<file path="src/logic/sli_defines.vh">
`ifndef SLI_DEFINES_VH
`define SLI_DEFINES_VH

// ****************************************************************
// Clock and timing figures
// ****************************************************************
`define SLI_CLK_HZ          20000000
// Blink periods in milliseconds: 0.4 Hz is 2500 ms, 1.2 Hz is about 833 ms.
`define SLI_PREOP_MS        2500
`define SLI_SAFEOP_MS       833
`define SLI_FLICKER_MS      50
`define SLI_SHORT_MS        200
`define SLI_LONG_MS         600
`define SLI_GAP_MS          200
`define SLI_POWERUP_S       15
`define SLI_ACT_HOLD_MS     50
`define SLI_MS_CYCLES       (`SLI_CLK_HZ / 1000)

// ****************************************************************
// Fieldbus state codes
// ****************************************************************
`define SLI_ST_INIT         3'h1
`define SLI_ST_PREOP        3'h2
`define SLI_ST_BOOT         3'h3
`define SLI_ST_SAFEOP       3'h4
`define SLI_ST_OP           3'h5

// ****************************************************************
// Module indication codes
// ****************************************************************
`define SLI_IND_NORMAL      3'h0
`define SLI_IND_COMERR      3'h1
`define SLI_IND_CFGERR      3'h2
`define SLI_IND_DOWNLOAD    3'h3
`define SLI_IND_ACTIVATE    3'h4

`endif

</file>
<file path="src/logic/sli_tick_gen.v">
`timescale 1ns/1ps
`include "sli_defines.vh"

// ****************************************************************
// One-millisecond tick prescaler
// ****************************************************************
module sli_tick_gen
#(
  parameter DIV = `SLI_MS_CYCLES
)
(
  input  wire clk,
  input  wire rst_n,
  output reg  tick_ms
);

  reg [15:0] cnt_r;

  always @(posedge clk or negedge rst_n)
  begin
    if (!rst_n)
    begin
      cnt_r   <= 16'h0000;
      tick_ms <= 1'b0;
    end
    else if (cnt_r == DIV[15:0] - 16'h0001)
    begin
      cnt_r   <= 16'h0000;
      tick_ms <= 1'b1;
    end
    else
    begin
      cnt_r   <= cnt_r + 16'h0001;
      tick_ms <= 1'b0;
    end
  end

endmodule

</file>
<file path="src/logic/sli_activity.v">
`timescale 1ns/1ps
`include "sli_defines.vh"

// ****************************************************************
// Activity stretcher: one pulse keeps the LED lit for HOLD ticks
// ****************************************************************
module sli_activity
#(
  parameter HOLD = `SLI_ACT_HOLD_MS
)
(
  input  wire clk,
  input  wire rst_n,
  input  wire tick_ms,
  input  wire event_in,
  output reg  led
);

  reg [7:0] hold_r;

  always @(posedge clk or negedge rst_n)
  begin
    if (!rst_n)
    begin
      hold_r <= 8'h00;
      led    <= 1'b0;
    end
    else
    begin
      // A new event wins over the countdown so bursts keep the LED lit.
      if (event_in)
        hold_r <= HOLD[7:0];
      else if (tick_ms && hold_r != 8'h00)
        hold_r <= hold_r - 8'h01;
      led <= event_in || (hold_r != 8'h00);
    end
  end

endmodule

</file>
<file path="src/logic/sli_status_led.v">
`timescale 1ns/1ps
`include "sli_defines.vh"

// Overview of operation
// - Top LED follows bus state when not a module: off, 0.4 Hz, 1.2 Hz, flicker, steady on.
// - Upstream and downstream activity each light their own LED; backplane activity lights the bottom LED only when not a module.
// - When not a module, top LED lit steadily only after roughly 15 s power-up completes.
// - Module in normal operation holds all three in-line LEDs steadily on.
// - SOS shown when hot-swap enabled and socket memory holds no configuration.
// - SOS shown when stored module type differs from inserted module type.
// - Reconfiguration writes new configuration into socket memory, clearing mismatch.
// - Firmware download shows its own informational flashing pattern.
// - Activation flashes LEDs top to bottom, then requests module restart.
// - Patterns use a brief flash and a longer flash.
// - Transmission error drives the top LED with irregular flashing.
module sli_status_led
#(
  parameter POWERUP_MS = `SLI_POWERUP_S * 1000,
  parameter MS_DIV     = `SLI_MS_CYCLES,
  parameter TYPE_W     = 8
)
(
  input  wire              REF_CLK,
  input  wire              RSTN,
  input  wire              IS_MODULE,
  input  wire [2:0]        BUS_STATE,
  input  wire              UP_ACT,
  input  wire              DOWN_ACT,
  input  wire              LINK_ACT,
  input  wire              COMM_ERR,
  input  wire              HOT_SWAP_EN,
  input  wire              CFG_STORED,
  input  wire [TYPE_W-1:0] CFG_TYPE,
  input  wire [TYPE_W-1:0] MODULE_TYPE,
  input  wire              RECONFIG_DONE,
  input  wire              FW_DOWNLOAD,
  input  wire              FW_ACTIVATE,
  input  wire              FW_RECONF_DONE,
  output reg               UPSTREAM_PORT_LED,
  output reg               DOWNSTREAM_PORT_LED,
  output reg               TOP_STATUS_LED,
  output reg               MIDDLE_STATUS_LED,
  output reg               BOTTOM_LINK_LED,
  output reg               CFG_WRITE,
  output reg  [TYPE_W-1:0] CFG_WRITE_TYPE,
  output reg               MODULE_RESTART
);

  // ****************************************************************
  // Input synchronisers
  // ****************************************************************
  localparam NSYNC = 11;
  wire [NSYNC-1:0] raw_in = {IS_MODULE, UP_ACT, DOWN_ACT, LINK_ACT, COMM_ERR,
                             HOT_SWAP_EN, CFG_STORED, RECONFIG_DONE,
                             FW_DOWNLOAD, FW_ACTIVATE, FW_RECONF_DONE};
  reg  [NSYNC-1:0] s1_r;
  reg  [NSYNC-1:0] s2_r;
  reg  [2:0]       st1_r;
  reg  [2:0]       st2_r;
  reg  [TYPE_W-1:0] ct1_r;
  reg  [TYPE_W-1:0] ct2_r;
  reg  [TYPE_W-1:0] mt1_r;
  reg  [TYPE_W-1:0] mt2_r;

  always @(posedge REF_CLK or negedge RSTN)
  begin
    if (!RSTN)
    begin
      s1_r  <= {NSYNC{1'b0}};
      s2_r  <= {NSYNC{1'b0}};
      st1_r <= 3'h0;
      st2_r <= 3'h0;
      ct1_r <= {TYPE_W{1'b0}};
      ct2_r <= {TYPE_W{1'b0}};
      mt1_r <= {TYPE_W{1'b0}};
      mt2_r <= {TYPE_W{1'b0}};
    end
    else
    begin
      s1_r  <= raw_in;
      s2_r  <= s1_r;
      st1_r <= BUS_STATE;
      st2_r <= st1_r;
      ct1_r <= CFG_TYPE;
      ct2_r <= ct1_r;
      mt1_r <= MODULE_TYPE;
      mt2_r <= mt1_r;
    end
  end

  wire is_mod   = s2_r[10];
  wire up_a     = s2_r[9];
  wire down_a   = s2_r[8];
  wire link_a   = s2_r[7];
  wire com_err  = s2_r[6];
  wire hs_en    = s2_r[5];
  wire cfg_st   = s2_r[4];
  wire reconf   = s2_r[3];
  wire fw_dl    = s2_r[2];
  wire fw_act   = s2_r[1];
  wire fw_done  = s2_r[0];

  // ****************************************************************
  // Prescaler and activity LEDs
  // ****************************************************************
  wire       tick;
  wire [2:0] act_evt = {up_a, down_a, link_a};
  wire [2:0] act_lit;
  genvar     gi;

  sli_tick_gen #(.DIV(MS_DIV)) u_tick
  (
    .clk     (REF_CLK),
    .rst_n   (RSTN),
    .tick_ms (tick)
  );

  generate
    for (gi = 0; gi < 3; gi = gi + 1)
    begin : g_act
      sli_activity u_act (.clk(REF_CLK), .rst_n(RSTN), .tick_ms(tick),
                          .event_in(act_evt[gi]), .led(act_lit[gi]));
    end
  endgenerate

  // ****************************************************************
  // Power-up timer and free-running blink phases
  // ****************************************************************
  reg [15:0] pwr_r;
  reg [11:0] preop_r;
  reg [9:0]  safe_r;
  reg [5:0]  flick_r;
  reg [10:0] seq_r;
  wire       pwr_done = (pwr_r == POWERUP_MS[15:0]);

  always @(posedge REF_CLK or negedge RSTN)
  begin
    if (!RSTN)
    begin
      pwr_r   <= 16'h0000;
      preop_r <= 12'h000;
      safe_r  <= 10'h000;
      flick_r <= 6'h00;
    end
    else if (tick)
    begin
      if (!pwr_done)
        pwr_r <= pwr_r + 16'h0001;
      preop_r <= (preop_r == `SLI_PREOP_MS - 1) ? 12'h000 : preop_r + 12'h001;
      safe_r  <= (safe_r == `SLI_SAFEOP_MS - 1) ? 10'h000 : safe_r + 10'h001;
      flick_r <= (flick_r == `SLI_FLICKER_MS - 1) ? 6'h00 : flick_r + 6'h01;
    end
  end

  wire preop_on = (preop_r < `SLI_PREOP_MS / 2);
  wire safe_on  = (safe_r < `SLI_SAFEOP_MS / 2);
  wire flick_on = (flick_r < `SLI_FLICKER_MS / 2);

  // ****************************************************************
  // Module indication selection
  // ****************************************************************
  wire cfg_err = (hs_en && !cfg_st) ||
                 (cfg_st && ct2_r != mt2_r);
  reg  [2:0] ind;

  always @*
  begin
    if (fw_act)
      ind = `SLI_IND_ACTIVATE;
    else if (fw_dl)
      ind = `SLI_IND_DOWNLOAD;
    else if (cfg_err)
      ind = `SLI_IND_CFGERR;
    else if (com_err)
      ind = `SLI_IND_COMERR;
    else
      ind = `SLI_IND_NORMAL;
  end

  // ****************************************************************
  // Pulse sequencer: SOS, download and activation patterns
  // ****************************************************************
  // SOS is 9 marks: short, short, short, long, long, long, short x3.
  localparam SQ_IDLE = 2'h0;
  localparam SQ_ON   = 2'h1;
  localparam SQ_OFF  = 2'h2;

  reg [1:0]  sq_r;
  reg [3:0]  mark_r;
  reg [2:0]  ind_r;
  reg [3:0]  lfsr_r;
  reg        pulse_on;
  reg [10:0] mark_len;

  always @*
  begin
    mark_len = 11'd`SLI_SHORT_MS;
    case (ind_r)
      `SLI_IND_CFGERR:
        if (mark_r >= 4'h3 && mark_r <= 4'h5)
          mark_len = 11'd`SLI_LONG_MS;
      `SLI_IND_DOWNLOAD:
        if (mark_r[0])
          mark_len = 11'd`SLI_LONG_MS;
      `SLI_IND_COMERR:
        mark_len = {5'h00, lfsr_r, 2'h0} + 11'h028;
      default:
        mark_len = 11'd`SLI_SHORT_MS;
    endcase
  end

  always @(posedge REF_CLK or negedge RSTN)
  begin
    if (!RSTN)
    begin
      sq_r     <= SQ_IDLE;
      mark_r   <= 4'h0;
      seq_r    <= 11'h000;
      ind_r    <= `SLI_IND_NORMAL;
      lfsr_r   <= 4'h1;
      pulse_on <= 1'b0;
    end
    else if (ind != ind_r)
    begin
      // A change of indication restarts the pattern from its first mark.
      ind_r    <= ind;
      sq_r     <= (ind == `SLI_IND_NORMAL) ? SQ_IDLE : SQ_ON;
      mark_r   <= 4'h0;
      seq_r    <= 11'h000;
      pulse_on <= (ind != `SLI_IND_NORMAL);
    end
    else if (tick)
    begin
      case (sq_r)
        SQ_ON:
          if (seq_r >= mark_len - 11'h001)
          begin
            sq_r     <= SQ_OFF;
            seq_r    <= 11'h000;
            pulse_on <= 1'b0;
            lfsr_r   <= {lfsr_r[2:0], lfsr_r[3] ^ lfsr_r[2]};
          end
          else
            seq_r <= seq_r + 11'h001;
        SQ_OFF:
          if (seq_r >= ((mark_r == 4'h8 && ind_r == `SLI_IND_CFGERR) ?
                        11'd`SLI_LONG_MS * 2 : 11'd`SLI_GAP_MS))
          begin
            sq_r     <= SQ_ON;
            seq_r    <= 11'h000;
            pulse_on <= 1'b1;
            mark_r   <= (mark_r == 4'h8) ? 4'h0 : mark_r + 4'h1;
          end
          else
            seq_r <= seq_r + 11'h001;
        default:
          sq_r <= SQ_IDLE;
      endcase
    end
  end

  // ****************************************************************
  // Registered LED outputs and socket/restart handshakes
  // ****************************************************************
  // Activation lights one LED per mark, top to bottom, so the mark number modulo 3 picks it.
  wire [3:0] act_led = mark_r % 4'h3;

  always @(posedge REF_CLK or negedge RSTN)
  begin
    if (!RSTN)
    begin
      UPSTREAM_PORT_LED   <= 1'b0;
      DOWNSTREAM_PORT_LED <= 1'b0;
      TOP_STATUS_LED      <= 1'b0;
      MIDDLE_STATUS_LED   <= 1'b0;
      BOTTOM_LINK_LED     <= 1'b0;
      CFG_WRITE           <= 1'b0;
      CFG_WRITE_TYPE      <= {TYPE_W{1'b0}};
      MODULE_RESTART      <= 1'b0;
    end
    else
    begin
      UPSTREAM_PORT_LED   <= act_lit[2];
      DOWNSTREAM_PORT_LED <= act_lit[1];
      CFG_WRITE           <= reconf && !CFG_WRITE;
      CFG_WRITE_TYPE      <= mt2_r;
      MODULE_RESTART      <= fw_act && fw_done;
      if (!is_mod)
      begin
        MIDDLE_STATUS_LED <= 1'b0;
        BOTTOM_LINK_LED   <= act_lit[0];
        if (com_err)
          TOP_STATUS_LED <= pulse_on;
        else
          case (st2_r)
            `SLI_ST_PREOP:  TOP_STATUS_LED <= preop_on;
            `SLI_ST_SAFEOP: TOP_STATUS_LED <= safe_on;
            `SLI_ST_BOOT:   TOP_STATUS_LED <= flick_on;
            `SLI_ST_OP:     TOP_STATUS_LED <= pwr_done;
            default:        TOP_STATUS_LED <= 1'b0;
          endcase
      end
      else
        case (ind_r)
          `SLI_IND_ACTIVATE:
          begin
            TOP_STATUS_LED    <= pulse_on && act_led == 2'h0;
            MIDDLE_STATUS_LED <= pulse_on && act_led == 2'h1;
            BOTTOM_LINK_LED   <= pulse_on && act_led == 2'h2;
          end
          `SLI_IND_COMERR:
          begin
            TOP_STATUS_LED    <= pulse_on;
            MIDDLE_STATUS_LED <= 1'b1;
            BOTTOM_LINK_LED   <= 1'b1;
          end
          `SLI_IND_NORMAL:
          begin
            TOP_STATUS_LED    <= 1'b1;
            MIDDLE_STATUS_LED <= 1'b1;
            BOTTOM_LINK_LED   <= 1'b1;
          end
          default:
          begin
            TOP_STATUS_LED    <= pulse_on;
            MIDDLE_STATUS_LED <= pulse_on;
            BOTTOM_LINK_LED   <= pulse_on;
          end
        endcase
    end
  end

endmodule

</file>
<file path="config.mk">
export PLATFORM = sky130hd
export DESIGN_NAME = sli_status_led
export DESIGN_NICKNAME = d
export VERILOG_FILES = /design/src/logic/sli_tick_gen.v /design/src/logic/sli_activity.v /design/src/logic/sli_status_led.v
export VERILOG_INCLUDE_DIRS = /design/src /design/src/logic
export SDC_FILE = /design/constraint.sdc
export NUM_CORES = 1
export LEC_CHECK = 0
export ABC_CLOCK_PERIOD_IN_PS = 8000
export BUFFER_PORTS_ARGS = -buffer_cell sky130_fd_sc_hd__buf_2
export CORE_ASPECT_RATIO = 0.75
export CORE_MARGIN = 3
export CORE_UTILIZATION = 65
export DETAILED_ROUTE_END_ITERATION = 6
export GPL_TIMING_DRIVEN = 0
export PLACE_DENSITY_LB_ADDON = 0.08
export SETUP_SLACK_MARGIN = 0.3
export SYNTH_ARGS = -nofsm -noshare
export SYNTH_HDL_FRONTEND = slang
export SYNTH_HIERARCHICAL = 1
export SYNTH_SLANG_ARGS = --single-unit
</file>
<file path="constraint.sdc">
create_clock -name REF_CLK -period 8 [get_ports REF_CLK]
set_input_delay 0.8 -clock REF_CLK [delete_from_list [all_inputs] [get_ports REF_CLK]]
set_output_delay 0.8 -clock REF_CLK [all_outputs]
set_load 0.05 [all_outputs]
</file>
After elaboration in Yosys (flattened, before gate mapping)
Cells that the tools add are included.

operators by class
  add/sub/neg operators = 12
  div/mod/pow operators = 1
  order comparisons = 7
  equal/unequal tests = 22
  mux-type cells = 48
  bitwise gates (word level) = 3
  reductions and logical operators = 39

operators by type and width
  cell                                                    number
  two-way mux 11 bit                                      5
  two-way mux 8 bit                                       6
  one-hot mux 11 bit (3 select lines)                     1
  adder 16 x 1 -> 16 bit (second input constant)          2
  two-way mux 10 bit                                      3
  nonzero test 8 bit                                      3
  subtractor 8 x 1 -> 8 bit (second input constant)       3
  >= comparator 11 bit                                    2
  one-hot mux 11 bit (2 select lines)                     1
  two-way mux 4 bit                                       5
  equality test 16 x 14 -> 1 bit (second input constant)  1
  equality test 16 x 15 -> 1 bit (second input constant)  1
  two-way mux 16 bit                                      1
  adder 12 x 1 -> 12 bit (second input constant)          1
  equality test 12 bit (second input constant)            1
  equality test 3 x 2 -> 1 bit (second input constant)    4
  logical AND 1 bit                                       12
  < comparator 12 x 11 -> 1 bit (second input constant)   1
  two-way mux 12 bit                                      1
  two-way mux 2 bit                                       6
  nonzero test 2 bit                                      6
  adder 11 x 1 -> 11 bit (second input constant)          1
  two-way mux 1 bit                                       11
  subtractor 11 x 1 -> 11 bit (second input constant)     1
  37 further kinds                                        53

storage, ports and cells
  register bits after elaboration = 188
  word-level logic and storage cells = 166

Logic depth before layout (Yosys ltp)
  word-level depth = 10
  gate-level depth with buffers = 17
  gate-level depth less buffers = 15

By module
Netlist, hierarchy kept.

modules (own cells, without submodules)
  module          times used  cells an instance  area an instance (um^2)  seq. area each (um^2)
  sli_status_led  1           609                6,686.4                  3,604.7
  sli_activity    3           51                 503.0                    225.2
  sli_tick_gen    1           69                 778.2                    425.4

Worst setup path after synthesis
OpenSTA, ideal clock, no wires.

  kind = reg2reg
  start = register mark_r[0]
  end = register lfsr_r[1]
  setup time = 0.128 ns
  arrival time = 3.787 ns
  slack = 4.086 ns
  stages on the path, launching flop included = 17
  buffers on the path = 1
  clock period less this slack = 3.914 ns
  cell sequence = dfrtp_1 -> clkbuf_1 -> inv_1 -> ha_1 -> or3b_2 -> nand4b_1 -> a21oi_1 -> nor2b_1 -> o22ai_1 -> a22o_1 -> ha_1 -> o21a_1 -> nor2_1 -> a311oi_1 -> o211a_1 -> nand3_2 -> mux2_1

on the way
  cells in the longest elaborated chain, start to end = 7

RTL lines
  what                                                                                 RTL line              RTL
  from (decl)                                                                          sli_status_led.v:189  reg [3:0] mark_r;
  from (signal assigned)                                                               sli_status_led.v:252  mark_r <= (mark_r == 4'h8) ? 4'h0 : mark_r + 4'h1;
  >= comparator 4 x 2 -> 1 bit / <= comparator 4 x 3 -> 1 bit (equally long branches)  sli_status_led.v:200  if (mark_r >= 4'h3 && mark_r <= 4'h5)
  logical AND 1 bit                                                                    sli_status_led.v:200
  two-way mux 10 bit                                                                   sli_status_led.v:200
  one-hot mux 11 bit (3 select lines) (*)                                              sli_status_led.v:198  case (ind_r)
  subtractor 11 x 1 -> 11 bit (*)                                                      sli_status_led.v:236  if (seq_r >= mark_len - 11'h001)
  >= comparator 11 bit (*)                                                             sli_status_led.v:236
  AND reduction 4 bit (no line) (*)                                                    --
  to (signal assigned)                                                                 sli_status_led.v:241  lfsr_r <= {lfsr_r[2:0], lfsr_r[3] ^ lfsr_r[2]};
  to (decl)                                                                            sli_status_led.v:191  reg [3:0] lfsr_r;

Mark *: on every way between the ends. The rest lies on a longest branch, timed or not.
A chain may end at the register's enable or synchronous reset.

Final worst setup path
  start = register mark_r[0]
  end = register seq_r[8]

on the way
  cells in the longest elaborated chain, start to end = 10

RTL lines
  what                                                                                 RTL line              RTL
  >= comparator 4 x 2 -> 1 bit / <= comparator 4 x 3 -> 1 bit (equally long branches)  sli_status_led.v:200
  logical AND 1 bit                                                                    sli_status_led.v:200
  two-way mux 10 bit                                                                   sli_status_led.v:200
  one-hot mux 11 bit (3 select lines)                                                  sli_status_led.v:198
  subtractor 11 x 1 -> 11 bit                                                          sli_status_led.v:236
  >= comparator 11 bit                                                                 sli_status_led.v:236
  two-way mux 11 bit                                                                   sli_status_led.v:236
  one-hot mux 11 bit (2 select lines) (*)                                              sli_status_led.v:234  case (sq_r)
  two-way mux 11 bit (*)                                                               sli_status_led.v:232  else if (tick)
  two-way mux 11 bit (*)                                                               sli_status_led.v:223  else if (ind != ind_r)
  to (signal assigned)                                                                 sli_status_led.v:244  seq_r <= seq_r + 11'h001;
  to (signal assigned)                                                                 sli_status_led.v:255  seq_r <= seq_r + 11'h001;
  to (decl)                                                                            sli_status_led.v:133  reg [10:0] seq_r;

Mark *: on every way between the ends. The rest lies on a longest branch, timed or not. The select of a mux whose other input is x is not followed.

==> flow_summary.ini <==
[finish]
drive_gt1_share_pct = 14.5
fin_area_um2 = 10100
area_growth_pct = 12.1
multi_input_area_um2 = 4010
register_area_um2 = 4710
antenna-diode-count = 0
nNetsFinal = 967
n_fill_cell = 881

[timing]
slew_violations = 0
fmax_mhz = 213
hold_viol = 0
finClkSkew_ns = 0.0117
whs_ns = 0.325
final-setup-viol-count = 0
tightest_slew_ns = 0.789
finalSetupTns_ns = 0
finalCritPeriodShare_pct = 58.7
post-route-min-period_ns = 4.70
rsz0062_at_grt = false
worst_slew_margin_rel_pct = 46.9

[setup_path]
slowest_stage = or3b_2
worst_ep_arrival_time_ns = 5.02
worst-r2r-cell-count = 16
start_kind = flop
worst_ep_required_time_ns = 8.32
path_max_fanout = 10
criticalPathCategory = reg -> reg
crit_path_end_kind = flop
critPathMaxStageDelay_ns = 0.49
cp_cell_sequence = clkbuf_1 > inv_1 > ha_1 > or3b_2 > nand4b_1 > a21oi_1 > nor2b_1 > o22ai_1 > a22o_1 > ha_1 > a211oi_1 > a311oi_1 > o31ai_1 > buf_4 > a31oi_1 > a311oi_1

[clocking]
insertion_delay_ns = 0.43
cts_made_buffers = 17
cts_setup_buffers = 0
cts_sinks = 188
cts-root-buf = clkbuf_16
postCtsHoldBufs = 0
cts_tree = yes
clkTransAtPathRegs_ns = 0.07
h-tree-depth = 4
cts.path.max_buffers = 2
postCtsResizedCells = 0

[route]
wl_per_cell_um = 16.7
vias = 6581
vias_per_cell = 6.09
antenna_left = 0
dr.pass1.iters = 6
wirelength_mm = 18.0
drt_iter0_drc = 570
drc = 0

[yosys]
yosysUniqueCellTypes = 75
synth_top_area_share_pct = 52.1
yosysWarnings = 6
async_reset_ff_share_pct = 100
syn_avg_cell_area_um2 = 10.8
yosys.area.top_type = dfrtp_1
synth_edf_count = 0
synth_area_leaders = dfrtp_1 52%, ha_1 5.3%, xnor2_1 3.9%
ys_seq_area_share_pct = 52.4
netlist_area_um2 = 8970
syn_inst = 831
ys.flop_type = dfrtp_1
syn-num-nets = 901
ys_ff_latch = 188

[grt]
overflow = 0
antenna_found_initial = 0
grt_max_degree = 104
grt.total_usage_pct = 25.2
first_global_vias = 6513
grt_pass1_wl_mm = 31.1

[power]
powerDensity_nw_per_um2 = 190
max-vdd-ir-drop_v = 0.000166
p_leak_nw = 4.37

[floorplan]
io_pins = 47
die_w_um = 142
dieHeight_um = 108
start_util_pct = 67.8
rows = 36
core_area_um2 = 13200
die-area_um2 = 15300

[placement]
place_area_um2 = 9460
place_hpwl_mm = 12.3
io_buffers = 46
globalplace.congestion = 0.861

[job]
cap_violations = 0

[worst_hold_path]
hold_path_class = in -> async

[status]
status = complete, no violations
## Yosys cell counts, drive strengths merged (4+ instances only)
| master | number |
|---|---|
| or4 | 9 |
| or2 | 7 |
| nor4 | 9 |
| ha | 38 |
| nand2b | 9 |
| nor3 | 16 |
| nand3 | 36 |
| or3 | 10 |
| and3 | 16 |
| nand4b | 5 |
| a31oi | 15 |
| and4 | 5 |
| xnor2 | 40 |
| a21o | 4 |
| buf | 9 |
| nand2 | 65 |
| a311oi | 5 |
| mux2i | 12 |
| and2 | 11 |
| mux2 | 10 |
| inv | 36 |
| nor2b | 20 |
| nor2 | 52 |
| o211ai | 6 |
| o21ai | 28 |
| nor4b | 5 |
| nand4 | 25 |
| o31ai | 8 |
| or3b | 4 |
| nor3b | 6 |
| dfrtp | 187 |
| xor2 | 13 |
| nand3b | 11 |
| a211oi | 12 |
| a21oi | 33 |
| clkbuf | 13 |
## metrics by stage
step                      power, mW  cells  util, %  worst slack, ns
final                          1.92   1081     76.0             3.30
after global routing           1.98   1081     76.0             3.02
after CTS                      1.93   1081     76.0             3.38
after detailed placement       1.08   1049     71.4             3.38
after global placement         1.08   1048     71.1             3.37
after floorplan                1.04    831        -             4.09
## routing by layer
metal	track usage [%]	up-vias	wire (um)
met2	39.9	193	8550
met5	0	-	0
met3	5.11	44	862
li1	-	3134	-
met4	8.70	0	369
met1	35.2	3210	8260
## sequential cells by signal, summed over array words and instances, names as in the netlist, 10 cells and up
signal	count
preop_r	12
g_act.u_act/hold_r	24
u_tick/cnt_r	16
pwr_r	16
s2_r	11
safe_r	10
s1_r	11
seq_r	11
## cell type report
class / instances / area share [%]
Clock buffer: 18 / 4.36
Timing Repair Buffer: 47 / 2.66
Inverter: 37 / 1.38
Buffer: 22 / 1.21
Clock inverter: 14 / 1.68
Multi-Input combinational cell: 584 / 39.8
Tap cell: 171 / 2.13
Sequential cell: 188 / 46.8
## report_power, final
part	internal, mW	switching, mW	leakage [nW]
clock network	0.456	0.395	0.292
logic	0.0256	0.0578	1.72
registers	0.970	0.0108	2.35
## path summary, 6_finish.rpt
check	from	end	slack, ns
min in group REF_CLK	s1_r[1]$_DFF_PN0_	s2_r[1]$_DFF_PN0_	0.35
setup / recovery	mark_r[0]$_DFFE_PN0P_	seq_r[8]$_DFFE_PN0P_	3.30
max in group asynchronous	RSTN	g_act[2].u_act/hold_r[1]$_DFFE_PN0P_	6.78
setup reg to reg	mark_r[0]$_DFFE_PN0P_	seq_r[8]$_DFFE_PN0P_	3.30
hold reg to reg	s1_r[1]$_DFF_PN0_	s2_r[1]$_DFF_PN0_	0.35
hold / removal	RSTN	seq_r[2]$_DFFE_PN0P_	0.32
## critical path, delay by kind of cell (launching register included)
kind	cells	cell delay (ns)
fa+ha+maj	2	0.62
buf+inv	3	0.87
simple gates	3	0.90
compound gates	8	1.78
flops	1	0.42
## cells by family (layout without fill, tap and decap cells)
kind of cell	count (synthesis)	after routing	synth area share (%)
simple gates	330	330	20.6
xor+xnor	53	53	5.17
buf+inv	59	138	2.90
fa+ha+maj	38	38	5.30
compound gates	141	141	11.0
flops	188	188	52.4
mux	22	22	2.59
## placed cells by master, fill, tap and decap left out, drive strengths merged, types with 6 or more instances in the layout
master and count:
a31oi 15, nand3b 11, o211ai 6, nand2b 9, dfrtp 187, o31ai 8
xnor2 40, nor2b 20, or2 7, inv 43, nand2 65, nand3 36
a21oi 33, xor2 13, nor3 16, nor4 9, nor3b 6, o21ai 28
mux2i 12, and3 16, buf 56, nand4 25, nor2 52, clkbuf 31
or3 10, a211oi 12, or4 9, mux2 10, ha 38, and2 11
(Power assumes the default switching activity.)
